### src/csc_pkg.sv
// Constants shared by the controller status and configuration bank
package csc_pkg;
   localparam int unsigned CSC_ADDR_W = 3;
   localparam int unsigned CSC_DATA_W = 16;
   // Register indices
   localparam logic [2:0] CSC_OFS_PROTO = 3'h0;
   localparam logic [2:0] CSC_OFS_MODE = 3'h1;
   localparam logic [2:0] CSC_OFS_IRQ_STAT = 3'h2;
   localparam logic [2:0] CSC_OFS_IRQ_EN = 3'h3;
   localparam logic [2:0] CSC_OFS_IRQ_CLR = 3'h4;
   localparam logic [2:0] CSC_OFS_FAULT = 3'h5;
   localparam logic [2:0] CSC_OFS_MINOR = 3'h6;
   // Protocol configuration and status word bits
   localparam int unsigned CSC_B_EXT_IO = 8;
   localparam int unsigned CSC_B_PRIMARY = 10;
   localparam int unsigned CSC_B_ACTIVE = 11;
   localparam int unsigned CSC_B_HALF_DPX = 12;
   // Mode status word bits
   localparam int unsigned CSC_B_MODE_LSB = 0;
   localparam int unsigned CSC_B_FORCE_EN = 5;
   localparam int unsigned CSC_B_FORCE_IN = 6;
   localparam int unsigned CSC_B_COMMS = 7;
   localparam int unsigned CSC_B_FLT_OVR = 8;
   localparam int unsigned CSC_B_HALTED = 13;
   // Interrupt status bits
   localparam int unsigned CSC_IRQ_W = 3;
   localparam int unsigned CSC_I_FAULT = 0;
   localparam int unsigned CSC_I_COMMS_LOST = 1;
   localparam int unsigned CSC_I_PROTO_SW = 2;
   // Mode codes
   localparam logic [4:0] CSC_MODE_DOWNLOAD = 5'h00;
   localparam logic [4:0] CSC_MODE_PROGRAM = 5'h01;
   localparam logic [4:0] CSC_MODE_SUSPEND = 5'h03;
   localparam logic [4:0] CSC_MODE_RUN = 5'h06;
   localparam logic [4:0] CSC_MODE_TEST_CONT = 5'h07;
   localparam logic [4:0] CSC_MODE_TEST_SINGLE = 5'h08;
   // Protocol encodings
   localparam logic CSC_PROTO_SERIAL = 1'b0;
   localparam logic CSC_PROTO_TOKEN = 1'b1;
   // Fault codes
   localparam logic [15:0] CSC_FC_NO_OUTPUT = 16'h0041;
   // Reset values
   localparam logic CSC_RST_EXT_IO = 1'b0;
   localparam logic CSC_RST_PRIMARY = 1'b0;
   localparam logic CSC_RST_FLT_OVR = 1'b0;
   localparam logic [4:0] CSC_RST_MODE = 5'h01;
   // Timing
   localparam longint unsigned CSC_CLK_HZ = 10000000;
   localparam longint unsigned CSC_INACT_S = 10;
   localparam int unsigned CSC_INACT_CYC = int'(CSC_INACT_S * CSC_CLK_HZ);
endpackage

### src/csc_status_bank.sv
// Controller protocol, mode, comms and fault status/configuration bank
// Notes on behaviour
// - Missing output written without extension: fault 41H
// - Primary bit picks protocol tried first
// - Active protocol bit follows each protocol switch, except one in the same cycle as a power-up
// - Status bit shows full or half duplex
// - Five-bit mode field with fixed codes
// - Forces-enabled bit always reads one
// - Forces-installed bit set while forces applied
// - Valid received data sets comms active
// - Serial: ten idle seconds clear comms active
// - Half duplex: only command polls restart timer
// - Token: no other stations clears comms active
// - Override at power-up clears faults, resumes run
// - Major error sets halted bit and code
//
// The register offsets and the address-and-strobe port were decided locally.
`timescale 1ns/1ns
module csc_status_bank import csc_pkg::*; #(
   parameter int unsigned INACT_CYCLES = CSC_INACT_CYC
) (
   input wire logic i_clk,
   input wire logic i_rst,
   input wire logic [CSC_ADDR_W-1:0] i_addr,
   input wire logic [CSC_DATA_W-1:0] i_wdata,
   input wire logic i_wr,
   input wire logic i_rd,
   output logic [CSC_DATA_W-1:0] o_rdata,
   input wire logic i_out_wr,
   input wire logic i_out_exists,
   input wire logic i_major_err,
   input wire logic [15:0] i_major_code,
   input wire logic [7:0] i_minor_set,
   input wire logic i_mode_wr,
   input wire logic [4:0] i_mode_code,
   input wire logic i_powerup,
   input wire logic i_proto_switch,
   input wire logic i_half_duplex,
   input wire logic i_forces_installed,
   input wire logic i_rx_valid,
   input wire logic i_rx_cmd,
   input wire logic i_link_alone,
   output logic o_active_protocol,
   output logic [4:0] o_mode,
   output logic o_halted,
   output logic o_comms_active,
   output logic o_run_request,
   output logic o_irq
);
   typedef struct packed {
      logic ext_io;
      logic primary;
      logic active;
      logic comms;
      logic flt_ovr;
      logic halted;
      logic [4:0] mode;
      logic [7:0] minor;
      logic [15:0] fault_code;
      logic [CSC_IRQ_W-1:0] irq_stat;
      logic [CSC_IRQ_W-1:0] irq_en;
      logic run_req;
      logic [CSC_DATA_W-1:0] rdata;
   } csc_bank_s;

   csc_bank_s st_r;
   csc_bank_s st_nxt;
   logic timer_run;
   logic timer_restart;
   logic timer_expired;
   logic bad_output;
   logic overrides;
   logic [CSC_DATA_W-1:0] proto_word;
   logic [CSC_DATA_W-1:0] mode_word;

   // Only the point-to-point serial protocol runs the idle timer
   assign timer_run = st_r.comms && (st_r.active == CSC_PROTO_SERIAL);
   // Simple polls and replies do not keep the link alive in half duplex
   assign timer_restart = i_rx_valid && (!i_half_duplex || i_rx_cmd);

   csc_idle_timer #(
      .COUNT(INACT_CYCLES)
   ) u_idle (
      .i_clk(i_clk),
      .i_rst(i_rst),
      .i_run(timer_run),
      .i_restart(timer_restart),
      .o_expired(timer_expired)
   );

   assign bad_output = i_out_wr && !i_out_exists && !st_r.ext_io;
   assign overrides = i_powerup && st_r.flt_ovr && st_r.halted && (st_r.mode == CSC_MODE_RUN);

   // Reserved positions are constant zero and have no storage
   always_comb begin
      proto_word = '0;
      proto_word[CSC_B_EXT_IO] = st_r.ext_io;
      proto_word[CSC_B_PRIMARY] = st_r.primary;
      proto_word[CSC_B_ACTIVE] = st_r.active;
      proto_word[CSC_B_HALF_DPX] = i_half_duplex;
      mode_word = '0;
      mode_word[CSC_B_MODE_LSB +: 5] = st_r.mode;
      mode_word[CSC_B_FORCE_EN] = 1'b1;
      mode_word[CSC_B_FORCE_IN] = i_forces_installed;
      mode_word[CSC_B_COMMS] = st_r.comms;
      mode_word[CSC_B_FLT_OVR] = st_r.flt_ovr;
      mode_word[CSC_B_HALTED] = st_r.halted;
   end

   always_comb begin
      st_nxt = st_r;
      st_nxt.run_req = 1'b0;
      st_nxt.rdata = '0;

      // Software writes: configuration fields, the halted bit and the minor fault bits take write data
      if (i_wr) begin
         if (i_addr == CSC_OFS_PROTO) begin
            st_nxt.ext_io = i_wdata[CSC_B_EXT_IO];
            st_nxt.primary = i_wdata[CSC_B_PRIMARY];
         end else if (i_addr == CSC_OFS_MODE) begin
            // Host is trusted to change the override bit while offline
            st_nxt.flt_ovr = i_wdata[CSC_B_FLT_OVR];
            st_nxt.halted = i_wdata[CSC_B_HALTED];
         end else if (i_addr == CSC_OFS_IRQ_EN) begin
            st_nxt.irq_en = i_wdata[CSC_IRQ_W-1:0];
         end else if (i_addr == CSC_OFS_IRQ_CLR) begin
            st_nxt.irq_stat = st_r.irq_stat & ~i_wdata[CSC_IRQ_W-1:0];
         end else if (i_addr == CSC_OFS_MINOR) begin
            st_nxt.minor = i_wdata[7:0];
         end
      end

      if (i_mode_wr) begin
         st_nxt.mode = i_mode_code;
      end

      st_nxt.minor = st_nxt.minor | i_minor_set;

      // Protocol selection; a power-up starts again from the primary choice
      if (i_powerup) begin
         st_nxt.active = st_r.primary;
      end else if (i_proto_switch) begin
         st_nxt.active = ~st_r.active;
         st_nxt.irq_stat[CSC_I_PROTO_SW] = 1'b1;
      end

      // Comms active: loss first so a reception in the same cycle wins
      if (timer_expired && st_r.active == CSC_PROTO_SERIAL) begin
         st_nxt.comms = 1'b0;
      end
      if (i_link_alone && st_r.active == CSC_PROTO_TOKEN) begin
         st_nxt.comms = 1'b0;
      end
      if (i_rx_valid) begin
         st_nxt.comms = 1'b1;
      end
      if (st_r.comms && !st_nxt.comms) begin
         st_nxt.irq_stat[CSC_I_COMMS_LOST] = 1'b1;
      end

      // Power-up recovery from a run-mode fault
      if (overrides) begin
         st_nxt.halted = 1'b0;
         st_nxt.minor = 8'h00;
         st_nxt.mode = CSC_MODE_RUN;
         st_nxt.run_req = 1'b1;
      end

      // Faults last: a hardware set beats a software clear of the halted bit
      if (bad_output) begin
         st_nxt.halted = 1'b1;
         st_nxt.fault_code = CSC_FC_NO_OUTPUT;
         st_nxt.irq_stat[CSC_I_FAULT] = 1'b1;
      end else if (i_major_err) begin
         st_nxt.halted = 1'b1;
         st_nxt.fault_code = i_major_code;
         st_nxt.irq_stat[CSC_I_FAULT] = 1'b1;
      end

      // Read data stands for the cycle after the strobe only
      if (i_rd) begin
         if (i_addr == CSC_OFS_PROTO) begin
            st_nxt.rdata = proto_word;
         end else if (i_addr == CSC_OFS_MODE) begin
            st_nxt.rdata = mode_word;
         end else if (i_addr == CSC_OFS_IRQ_STAT) begin
            st_nxt.rdata = {13'h0000, st_r.irq_stat};
         end else if (i_addr == CSC_OFS_IRQ_EN) begin
            st_nxt.rdata = {13'h0000, st_r.irq_en};
         end else if (i_addr == CSC_OFS_FAULT) begin
            st_nxt.rdata = st_r.fault_code;
         end else if (i_addr == CSC_OFS_MINOR) begin
            st_nxt.rdata = {8'h00, st_r.minor};
         end else begin
            st_nxt.rdata = '0;
         end
      end
   end

   always_ff @(posedge i_clk or posedge i_rst) begin
      if (i_rst) begin
         st_r <= '0;
         st_r.ext_io <= CSC_RST_EXT_IO;
         st_r.primary <= CSC_RST_PRIMARY;
         st_r.active <= CSC_RST_PRIMARY;
         st_r.flt_ovr <= CSC_RST_FLT_OVR;
         st_r.mode <= CSC_RST_MODE;
      end else begin
         st_r <= st_nxt;
      end
   end

   assign o_rdata = st_r.rdata;
   assign o_active_protocol = st_r.active;
   assign o_mode = st_r.mode;
   assign o_halted = st_r.halted;
   assign o_comms_active = st_r.comms;
   assign o_run_request = st_r.run_req;
   assign o_irq = |(st_r.irq_stat & st_r.irq_en);
endmodule

### src/csc_idle_timer.sv
// Inactivity timer: one-cycle pulse after COUNT cycles without a restart
`timescale 1ns/1ns
module csc_idle_timer #(
   parameter int unsigned COUNT = 100
) (
   input wire logic i_clk,
   input wire logic i_rst,
   input wire logic i_run,
   input wire logic i_restart,
   output logic o_expired
);
   typedef struct packed {
      logic [31:0] cnt;
      logic expired;
   } csc_tmr_s;

   csc_tmr_s st_r;
   csc_tmr_s st_nxt;

   always_comb begin
      st_nxt = st_r;
      st_nxt.expired = 1'b0;
      if (!i_run || i_restart) begin
         st_nxt.cnt = 32'h00000000;
      end else if (st_r.cnt == COUNT - 1) begin
         // Fires once, then holds until the next restart
         st_nxt.expired = 1'b1;
         st_nxt.cnt = st_r.cnt + 32'h00000001;
      end else if (st_r.cnt < COUNT - 1) begin
         st_nxt.cnt = st_r.cnt + 32'h00000001;
      end
   end

   always_ff @(posedge i_clk or posedge i_rst) begin
      if (i_rst) begin
         st_r <= '0;
      end else begin
         st_r <= st_nxt;
      end
   end

   assign o_expired = st_r.expired;
endmodule

### config.mk
export PLATFORM = sky130hd
export DESIGN_NAME = csc_status_bank
export DESIGN_NICKNAME = d
export VERILOG_FILES = /design/src/csc_pkg.sv /design/src/csc_status_bank.sv /design/src/csc_idle_timer.sv
export SDC_FILE = /design/constraint.sdc
export NUM_CORES = 1
export LEC_CHECK = 0
export ABC_AREA = 1
export BUFFER_PORTS_ARGS = -buffer_cell sky130_fd_sc_hd__buf_2
export CELL_PAD_IN_SITES_DETAIL_PLACEMENT = 1
export CELL_PAD_IN_SITES_GLOBAL_PLACEMENT = 2
export CORE_MARGIN = 8
export CORE_UTILIZATION = 34
export CTS_CLUSTER_SIZE = 20
export DETAILED_ROUTE_END_ITERATION = 10
export GPL_TIMING_DRIVEN = 1
export PLACE_DENSITY = 0.95
export SLEW_MARGIN = 30
export SYNTH_ARGS = -nofsm -noshare
export SYNTH_HDL_FRONTEND = slang
export SYNTH_SLANG_ARGS = --single-unit
### constraint.sdc
create_clock -name i_clk -period 7.1 [get_ports i_clk]
set_clock_uncertainty 0.1 [all_clocks]
set_input_delay 1.42 -clock i_clk [delete_from_list [all_inputs] [get_ports i_clk]]
set_output_delay 1.42 -clock i_clk [all_outputs]
set_load 0.05 [all_outputs]
Yosys cells after proc, flatten, opt, wreduce, memory -nomap -nowiden --
Index checks and enable logic that the tools add are counted.
Word-level totals: output and inout bits 26, register bits 91, logic and storage cells 120, input port bits 63, latch bits 0, memory bits (read-only) 0, bits in writable memories 0, memories kept 0
Cells by class: bitwise gates (word level) 7, div/mod/pow operators 0, multiply operators 0, add/sub/neg operators 1, $lt $le $gt $ge 1, equal/unequal tests 15, reduce and logical (&&, ||, !) cells 35, mux-type cells 44, shifts and indexed selects 0
Operators with widths (count):
- $mux 16 | 8
- $mux 32 | 3
- $mux 8 | 7
- $add 32x1->32 const B | 1
- $eq 32x27->1 const B | 1
- $lt 32x27->1 const B | 1
- $mux 1 | 18
- $mux 6 | 3
- $mux 14 | 1
- $logic_and 1x1->1 | 10
- $reduce_and 5->1 | 2
- $reduce_bool 2->1 | 5
- $eq 3x3->1 const B | 3
- $mux 3 | 3
- $ne 3x3->1 const B | 3
- $reduce_bool 3->1 | 3
- $or 8x8->8 | 1
- $reduce_bool 4->1 | 2
- $and 3x3->3 | 2
- $eq 3x2->1 const B | 2
- $ne 2x1->1 const B | 3
- $reduce_and 3->1 | 2
- $eq 5x3->1 const B | 1
- $logic_not 1->1 | 5
- other kinds (10) | 13

Logic depth before layout (Yosys ltp) --
Gate-level depths: netlist of the first run.
depth in word-level cells 11, gate-level depth with buffers 11, depth with buffers taken out 10

Modules after synthesis --
From an unflattened synthesis of the first run, not the netlist that was laid out.
Unflattened totals: cell total of the unflattened synthesis 717, area, all modules 5207.5 um^2
Modules (own cells, without submodules):
- csc_status_bank | sequential area each 1452.6 um^2, instances 1, cells each 351, area an instance 2867.8 um^2
- csc_idle_timer | sequential area each 825.8 um^2, instances 1, cells each 366, area an instance 2339.7 um^2

Worst setup path before layout of the first run --
No wires, ideal clock.
path type in2reg, start in i_addr[1], end reg st_r (netlist bit o_halted), required time 6.873 ns, library setup time 0.127 ns, arrival 2.321 ns, stages on the path 8, path slack 4.552 ns, path buffers 0, cells stage by stage inv_1 > nand2_1 > nor2_1 > inv_1 > nor2_1 > nand2_1 > o211ai_1 > nand2_1
Between the ends: longest elaborated chain between the ends 3, elaborated cells on any way between the ends 5, classes of those cells 2 x eq/ne; 3 x reduce/logical
RTL lines:
- from (decl) | RTL line csc_status_bank.sv:24 | input wire logic [CSC_ADDR_W-1:0] i_addr,
- $eq 3x1->1 / $logic_not 3->1 (equally long branches) | RTL line csc_status_bank.sv:120, csc_status_bank.sv:117
- $reduce_bool 4->1 (no source line) / $ne 4x4->1 (equally long branches)
- $reduce_and 3->1 (no source line) (*)
- to (signal assigned) | RTL line csc_status_bank.sv:209 | st_r <= st_nxt;
- to (decl) | RTL line csc_status_bank.sv:66 | csc_bank_s st_r;
Every way passes the cells marked *; elsewhere a longest branch is shown, timed or not. A chain may end at the register's enable or synchronous reset.

Worst setup path after layout of the first run --
start in i_half_duplex, end reg u_idle.st_r[11] (netlist name)
Between the ends: longest elaborated chain between the ends 5, elaborated cells on any way between the ends 6, classes of those cells 1 x mux; 5 x reduce/logical
RTL lines:
- from (decl) | RTL line csc_status_bank.sv:38 | input wire logic i_half_duplex,
- $logic_not 1->1 (*) | RTL line csc_status_bank.sv:79 | assign timer_restart = i_rx_valid && (!i_half_duplex || i_rx_cmd);
- $logic_or 1x1->1 (*) | RTL line csc_status_bank.sv:79
- $logic_and 1x1->1 (*) | RTL line csc_status_bank.sv:79
- $logic_or 1x1->1 (*) | RTL line csc_idle_timer.sv:23 | if (!i_run || i_restart) begin
- $reduce_bool 3->1 (no source line) / $mux 32 (equally long branches)
- to (signal assigned) | RTL line csc_idle_timer.sv:38 | st_r <= st_nxt;
- to (decl) | RTL line csc_idle_timer.sv:17 | csc_tmr_s st_r;
Marked as above.

==> key figures, run 1 <==
Floorplan
  • Die Wd: 137.2 um
  • Die Height: 137.2 um
  • Die area: 18,830 sq um
  • Core Area: 14,420 sq um
  • Io pins: 89
  • Row count: 44
  • Initial core utilization: 34.63%

Timing
  • Setup TNS: 0 ps
  • Final Cycle Share: 47.26%
  • Fin crit period: 3355 ps
  • Slew at the pin closest to its max-slew limit: 898.8 ps
  • Max transition margin: 39.89%
  • Unrepaired setup endpoints after global routing: no
  • Final Hold Slack: 391.9 ps
  • Final hold viol count: 0
  • Slew Limit Fails: 0
  • Setup violators final: 0
  • Fmax: 298.0 MHz

Power
  • Worst vdd ir: 0.1009 mV
  • Power Dens Cells: 211.2 nW/um^2
  • Leakage: 0.002877 uW

Layout
  • Nets@finish: 792
  • Diodes inserted: 0
  • Fill cells: 1,843
  • Share of layout cells above drive strength 1: 17.19%
  • Layout Utilization: 39.53%
  • Register Area: 2278 sq um
  • Non-filler cells, final: 917
  • Multi-input gate area: 2115 sq um
  • Area Growth Syn to Fin: 14.15%

Worst setup path
  • Path depth of the worst reg2reg path: 6
  • Worst R2R End: u_idle.st_r[11]$_DFFE_PP0P_
  • WP data required: 7280 ps
  • CP startpoint: i_half_duplex
  • Setup CP Type: in -> reg
  • Slowest CP cell: nor3_4
  • Startpoint Class: input pin
  • Worst R2R Start: o_comms_active$_DFF_PP0_
  • Critical Path Stages: 9
  • Crit-path max FO: 22
  • Arrival time worst endpoint: 3540 ps
  • CP endpoint kind: flop
  • Crit path buf inv count: 3
  • Crit path largest cell delay: 700 ps
  • FF-to-FF setup slack: 4670 ps
  • Crit path max-delay family: simple AND/OR/NAND/NOR gates
  • CP endpoint: u_idle.st_r[11]$_DFFE_PP0P_
  • Crit path cell chain: buf_2 -> inv_1 -> nor2_1 -> nor2_1 -> nor3_4 -> inv_2 -> nor2_8 -> nand2_1 -> nand2_1

Route
  • Via count: 4,483
  • DR pass1 iterations: 4
  • Iteration-0 DRC Markers: 199
  • ANT nets after route: 0
  • DRC viols: 0
  • Detailed Route WL: 14.72 mm
  • Avg WL per Cell: 16.05 um
  • DR vias/cell: 4.889

Clocking
  • H-tree levels: 3
  • Cts repair resizes: 0
  • TritonCTS Buffers: 9
  • TritonCTS clock tree: built
  • Clock Pin Slew Worst Setup and Hold Paths: 60 ps
  • Hold buffers post-CTS: 0
  • CTS sink cnt: 91
  • Clock Tree Buf Depth: 2
  • Post-CTS setup buffer count: 0
  • Root Buffer: clkbuf_16
  • Worst-Skew Late Latency: 350 ps

Yosys
  • Synth Register Bits: 91
  • Syn Inst Count: 669
  • Register area share after synthesis: 45.62%
  • Count leader, synth: nand2_1
  • Synth top cells by count: nand2_1 (196), dfrtp_1 (90), inv_1 (89), nor2_1 (78), nand3_1 (46)
  • Synth Area per Inst: 7.466 sq um
  • Yosys warnings: 0
  • Post-synth EDFFs: 0
  • Ranking of synthesized cells by area: dfrtp_1 (45%), nand2_1 (15%), inv_1 (6.7%)
  • Netlist cell types: 34
  • Ys async rst share: 100.0%
  • Cell area after technology mapping: 4995 sq um
  • Synth Flop Type: dfrtp_1
  • Cell taking the most area after synthesis: dfrtp_1
  • Post-Syn Nets: 733
  • Synth top area share: 45.09%

Status
  • Outcome: complete, no violations

Global routing
  • Total GRT Usage: 16.38%
  • Largest net degree at the start of global routing: 58
  • Initial antenna violation count: 0
  • First-pass GRT wire length: 24.21 mm
  • Vias in the first global route: 4,843
  • Gr ovfl total: 0

Placed design
  • HPWL after DPL: 11.29 mm
  • Number of buffers added on ports: 83
  • # placed instances: 901
  • Final GP Congestion: 0.8542

Job
  • Maximum Capacitance Violations: 0

Min path
  • Worst min-delay path startpoint: u_idle.st_r[30]$_DFFE_PP0P_
  • Hold Path Class: reg -> reg
-- cell families after synthesis --
| group | after synthesis | synth area share [%] |
|---|---|---|
| simple gates | 355 | 30.56 |
| buf+inv | 132 | 12.05 |
| flops | 91 | 45.62 |
| compound gates | 76 | 9.018 |
| xor+xnor | 13 | 2.280 |
| mux | 1 | 0.2254 |
| fa+ha+maj | 1 | 0.2505 |
-- state kept, by name, summed over array words and instances (netlist names) --
register / cells
u_idle.st_r: 32
st_r: 30
o_rdata: 16
o_mode: 5
proto_word: 2
mode_word: 1
o_active_protocol: 1
o_comms_active: 1
o_halted: 1
o_run_request: 1
u_idle.o_expired: 1
-- worst min path at each step --
stage                                        endpoint  slack, ps  depth (start not counted)
after floorplan                  st_r[28]$_DFFE_PP0P_        350                          2
after global placement           st_r[34]$_DFFE_PP0P_        370                          2
after detailed placement         st_r[24]$_DFFE_PP0P_        380                          2
after CTS                 u_idle.st_r[30]$_DFFE_PP0P_        400                          2
after global routing      u_idle.st_r[30]$_DFFE_PP0P_        410                          2
final                     u_idle.st_r[30]$_DFFE_PP0P_        390                          2
-- cells in the final DEF (no fill, tap or decap), drive strengths merged --
master	instances
clkinv	2
nand4	14
a21boi	11
inv	98
clkinvlp	2
nand2	200
nor3	6
a221oi	1
a22oi	2
nand3b	2
ha	1
o21ai	30
dfrtp	90
o211ai	3
dfstp	1
xnor2	2
a31oi	9
nor4	1
xor2	11
or2	1
a21oi	20
clkbuf	10
nand3	46
buf	84
mux2	1
nor2	85
-- layout make-up --
class | count | share of cell area, %
Timing Repair Buffer | 84 | 7.417
Clock buffer | 10 | 4.191
Inverter | 96 | 6.342
Tap cell | 184 | 4.038
Clock inverter | 6 | 0.9655
Sequential cell | 91 | 39.96
Multi-Input combinational cell | 446 | 37.09
-- worst register-to-register path, delay by kind of cell, from the launching register on --
family / cells / cell delay (ps)
buffers and inverters: 2 / 480
DFF: 1 / 430
and+or+nand+nor: 4 / 1350
-- report_power, final --
part,switching [uW],internal [uW]
registers,21.3,548
clock network,224,255
logic,113,43.7
total,358,846
-- stage by stage --
stage | cell area [sq um] | power [uW] | setup WS, ps
finish | 5702 | 1204 | 3745
global route | 5702 | 1259 | 3525
CTS | 5702 | 1221 | 3717
detailed placement | 5408 | 737.8 | 3372
global placement | 5408 | 729.9 | 3487
floorplan | 4995 | 688.1 | 3218
-- routing by layer --
layer,vias up,global-route usage [%],share of wire (%)
li1,2195,-,-
met3,17,2.735,5.1
met4,0,6.457,1.8
met5,-,0,0
met1,2187,18.95,41
met2,84,29.47,52
No activity file was read; power rests on OpenSTA's default activity.
==> run 2: changes to the inputs <==
ABC_AREA = 0   (was 1)
CORE_UTILIZATION = 31   (was 34)
PLACE_DENSITY = 0.88   (was 0.95)
clock period = 3 ns   (was 7.1 ns; I/O delays follow)
==> run 2 against run 1 <==
Effect of this change:
- critical path depth is 3 lower
- final cell count is 24% lower
- non-clock buffer count is 12 higher
- largest power group unchanged
- hold slack worse by 99 ps
- die area is 1.7% lower
- global-route usage is 2.5 points lower
- combinational power grew to 2.7 times the previous value
- register-to-register slack worse by 4200 ps
- critical endpoint is now u_idle.st_r[23]$_DFFE_PP0P_
- synthesized cell count is 34% lower
- design area is 7.1% lower
==> key figures, run 2 <==
Worst setup path
  • Crit path cell chain: or4_1 -> nor2_2 -> o21ai_2 -> a21o_1 -> or4_1 -> a21oi_1
  • Setup CP Type: reg -> reg
  • Crit path buf inv count: 0
  • Crit-path max FO: 12
  • WP data required: 3170 ps
  • CP endpoint kind: flop
  • Crit path max-delay family: simple AND/OR/NAND/NOR gates
  • Arrival time worst endpoint: 2680 ps
  • Startpoint Class: flop
  • Most used cell, CP: or4_1
  • Crit path largest cell delay: 550 ps
  • Slowest CP cell: or4_1

Clocking
  • Hold buffers post-CTS: 0
  • Cts repair resizes: 0
  • Clock Tree Buf Depth: 2
  • Post-CTS setup buffer count: 0
  • TritonCTS clock tree: built
  • H-tree levels: 3
  • Clock Pin Slew Worst Setup and Hold Paths: 70 ps
  • Worst-Skew Late Latency: 340 ps
  • CTS sink cnt: 91
  • TritonCTS Buffers: 9
  • Root Buffer: clkbuf_16

Route
  • ANT nets after route: 0
  • Detailed Route WL: 12.52 mm
  • Met2 routed WL: 6.221 mm
  • DRC viols: 0
  • WL met3: 747 um
  • Iteration-0 DRC Markers: 184
  • DR pass1 iterations: 4
  • Avg WL per Cell: 17.96 um
  • DR vias/cell: 5.092
  • Via count: 3,549
  • Wl on met1: 5.325 mm
  • Uppermost routed layer: met4

Floorplan
  • Die Height: 136.0 um
  • Die Wd: 136.0 um
  • Core Area: 14,310 sq um
  • Row count: 44
  • Io pins: 89
  • Die area: 18,510 sq um
  • Initial core utilization: 31.21%

Yosys
  • Synth Area per Inst: 10.15 sq um
  • Synth top cells by count: dfrtp_1 (90), nor2_1 (50), nand2_1 (39), mux2i_1 (24), buf_4 (22)
  • Ys async rst share: 100.0%
  • Synth Flop Type: dfrtp_1
  • Syn Inst Count: 440
  • Netlist cell types: 54
  • Register area share after synthesis: 51.01%
  • Cell taking the most area after synthesis: dfrtp_1
  • Synth top area share: 50.42%
  • Post-synth EDFFs: 0
  • Ranking of synthesized cells by area: dfrtp_1 (50%), mux2i_1 (5.4%), nor2_1 (4.2%)
  • Synth Register Bits: 91
  • Yosys warnings: 0
  • Cell area after technology mapping: 4467 sq um
  • Post-Syn Nets: 504
  • Count leader, synth: dfrtp_1

Layout
  • Area Growth Syn to Fin: 18.60%
  • Largest reg by FF count: u_idle.st_r
  • Nets@finish: 572
  • Max reg flops: 32
  • Diodes inserted: 0
  • Most common cell after layout, fill and taps aside: dfrtp_1
  • Share of layout cells above drive strength 1: 25.34%
  • Fin area: 5298 sq um
  • Non-filler cells, final: 697
  • Most frequent cells in the layout: dfrtp_1 (90), buf_2 (83), nor2_1 (50), nand2_1 (39), mux2i_1 (24)

Job
  • Maximum Capacitance Violations: 0

Placed design
  • DP Worst Slack: 492.2 ps
  • HPWL after DPL: 9.300 mm
  • Final GP Congestion: 0.7885
  • DP Area: 4995 sq um
  • # placed instances: 681
  • Number of buffers added on ports: 83

Timing
  • Slew Limit Fails: 0
  • Setup TNS: 0 ps
  • Slew at the pin closest to its max-slew limit: 793.2 ps
  • Final Cycle Share: 83.73%
  • Fmax: 398.1 MHz
  • Unrepaired setup endpoints after global routing: no
  • Fin crit period: 2512 ps
  • Max transition margin: 47.01%
  • Setup violators final: 0
  • Crit path setup slack, layout: 488.0 ps
  • Final hold viol count: 0

Global routing
  • Gr ovfl total: 0
  • Total GRT Usage: 13.88%
  • Largest net degree at the start of global routing: 39
  • Initial antenna violation count: 0
  • Vias in the first global route: 3,895
  • First-pass GRT wire length: 20.19 mm

Power
  • Leakage: 0.002408 uW
  • Power Total: 2966 uW
  • Power Dens Cells: 559.9 nW/um^2
  • Worst vdd ir: 0.2653 mV

Min path
  • Hold Path Class: in -> async

Status
  • Outcome: complete, no violations
[run 2: cell count changes after synthesis, moves of 8 or more]
| cell | change |
|---|---|
| a21boi_0 | -10 |
| inv_1 | -70 |
| mux2_2 | +8 |
| mux2i_1 | +24 |
| nand2_1 | -157 |
| nand3_1 | -27 |
| nand4_1 | -9 |
| nor2_1 | -28 |
| nor2b_1 | +9 |
| o21ai_0 | -15 |
| xnor2_1 | +13 |
[run 2: report_power, final]
part           switching, uW  internal, uW
clock                    486           673
sequential              69.9          1310
combinational            279           151
total                    835          2130
[run 2: routing by layer]
metal  GRT usage, %  vias to the layer above
met4          3.905                        0
met5              0                        -
li1               -                     1653
met1          15.96                     1787
met2          24.14                       91
met3          4.508                       18
[run 2: cell type report]
| cell class | instances | area [sq um] |
|---|---|---|
| multi-input combinational | 291 | 1886 |
| fill | 1662 | 9016 |
| clock inverter | 5 | 60.06 |
| timing repair buffer | 96 | 525.5 |
| inverter | 19 | 75.07 |
| clock buffer | 11 | 242.7 |
| tap | 184 | 230.2 |
| sequential | 91 | 2278 |
[run 2: per-stage QoR]
stage          hold slack, ps  util (%)
3_5_place_dp            378.4     34.90
5_1_grt                 339.0     37.01
3_3_place_gp            369.7     34.90
6_report                293.0     37.01
2_1_floorplan           353.9         -
4_1_cts                 313.3     37.01
[run 2: cell families (layout without fill, tap and decap cells)]
kind of cell               after synthesis  after routing  share of synthesized area (%)
xor gates and xnor gates                19             19                          3.725
AOI/OAI and AO/OA                       72             72                          12.02
buffers and inverters                   58            131                          6.891
adders and majority gates                1              1                         0.2801
and+or+nand+nor                        166            166                          18.43
DFF                                     91             91                          51.01
muxes                                   33             33                          7.647
[run 2: path summary, 6_finish.rpt]
path                                        startpoint                     endpoint  slack (ps)  depth (start not counted)
min in group i_clk                     i_major_code[0]         st_r[23]$_DFFE_PP0P_         380                          2
max reg2reg                u_idle.st_r[10]$_DFFE_PP0P_  u_idle.st_r[23]$_DFFE_PP0P_         490                          6
max in group asynchronous                        i_rst        o_mode[0]$_DFFE_PP1P_        1710                          3
max                        u_idle.st_r[10]$_DFFE_PP0P_  u_idle.st_r[23]$_DFFE_PP0P_         490                          6
min reg2reg                u_idle.st_r[28]$_DFFE_PP0P_  u_idle.st_r[28]$_DFFE_PP0P_         400                          1
min                                              i_rst  u_idle.st_r[25]$_DFFE_PP0P_         290                          2
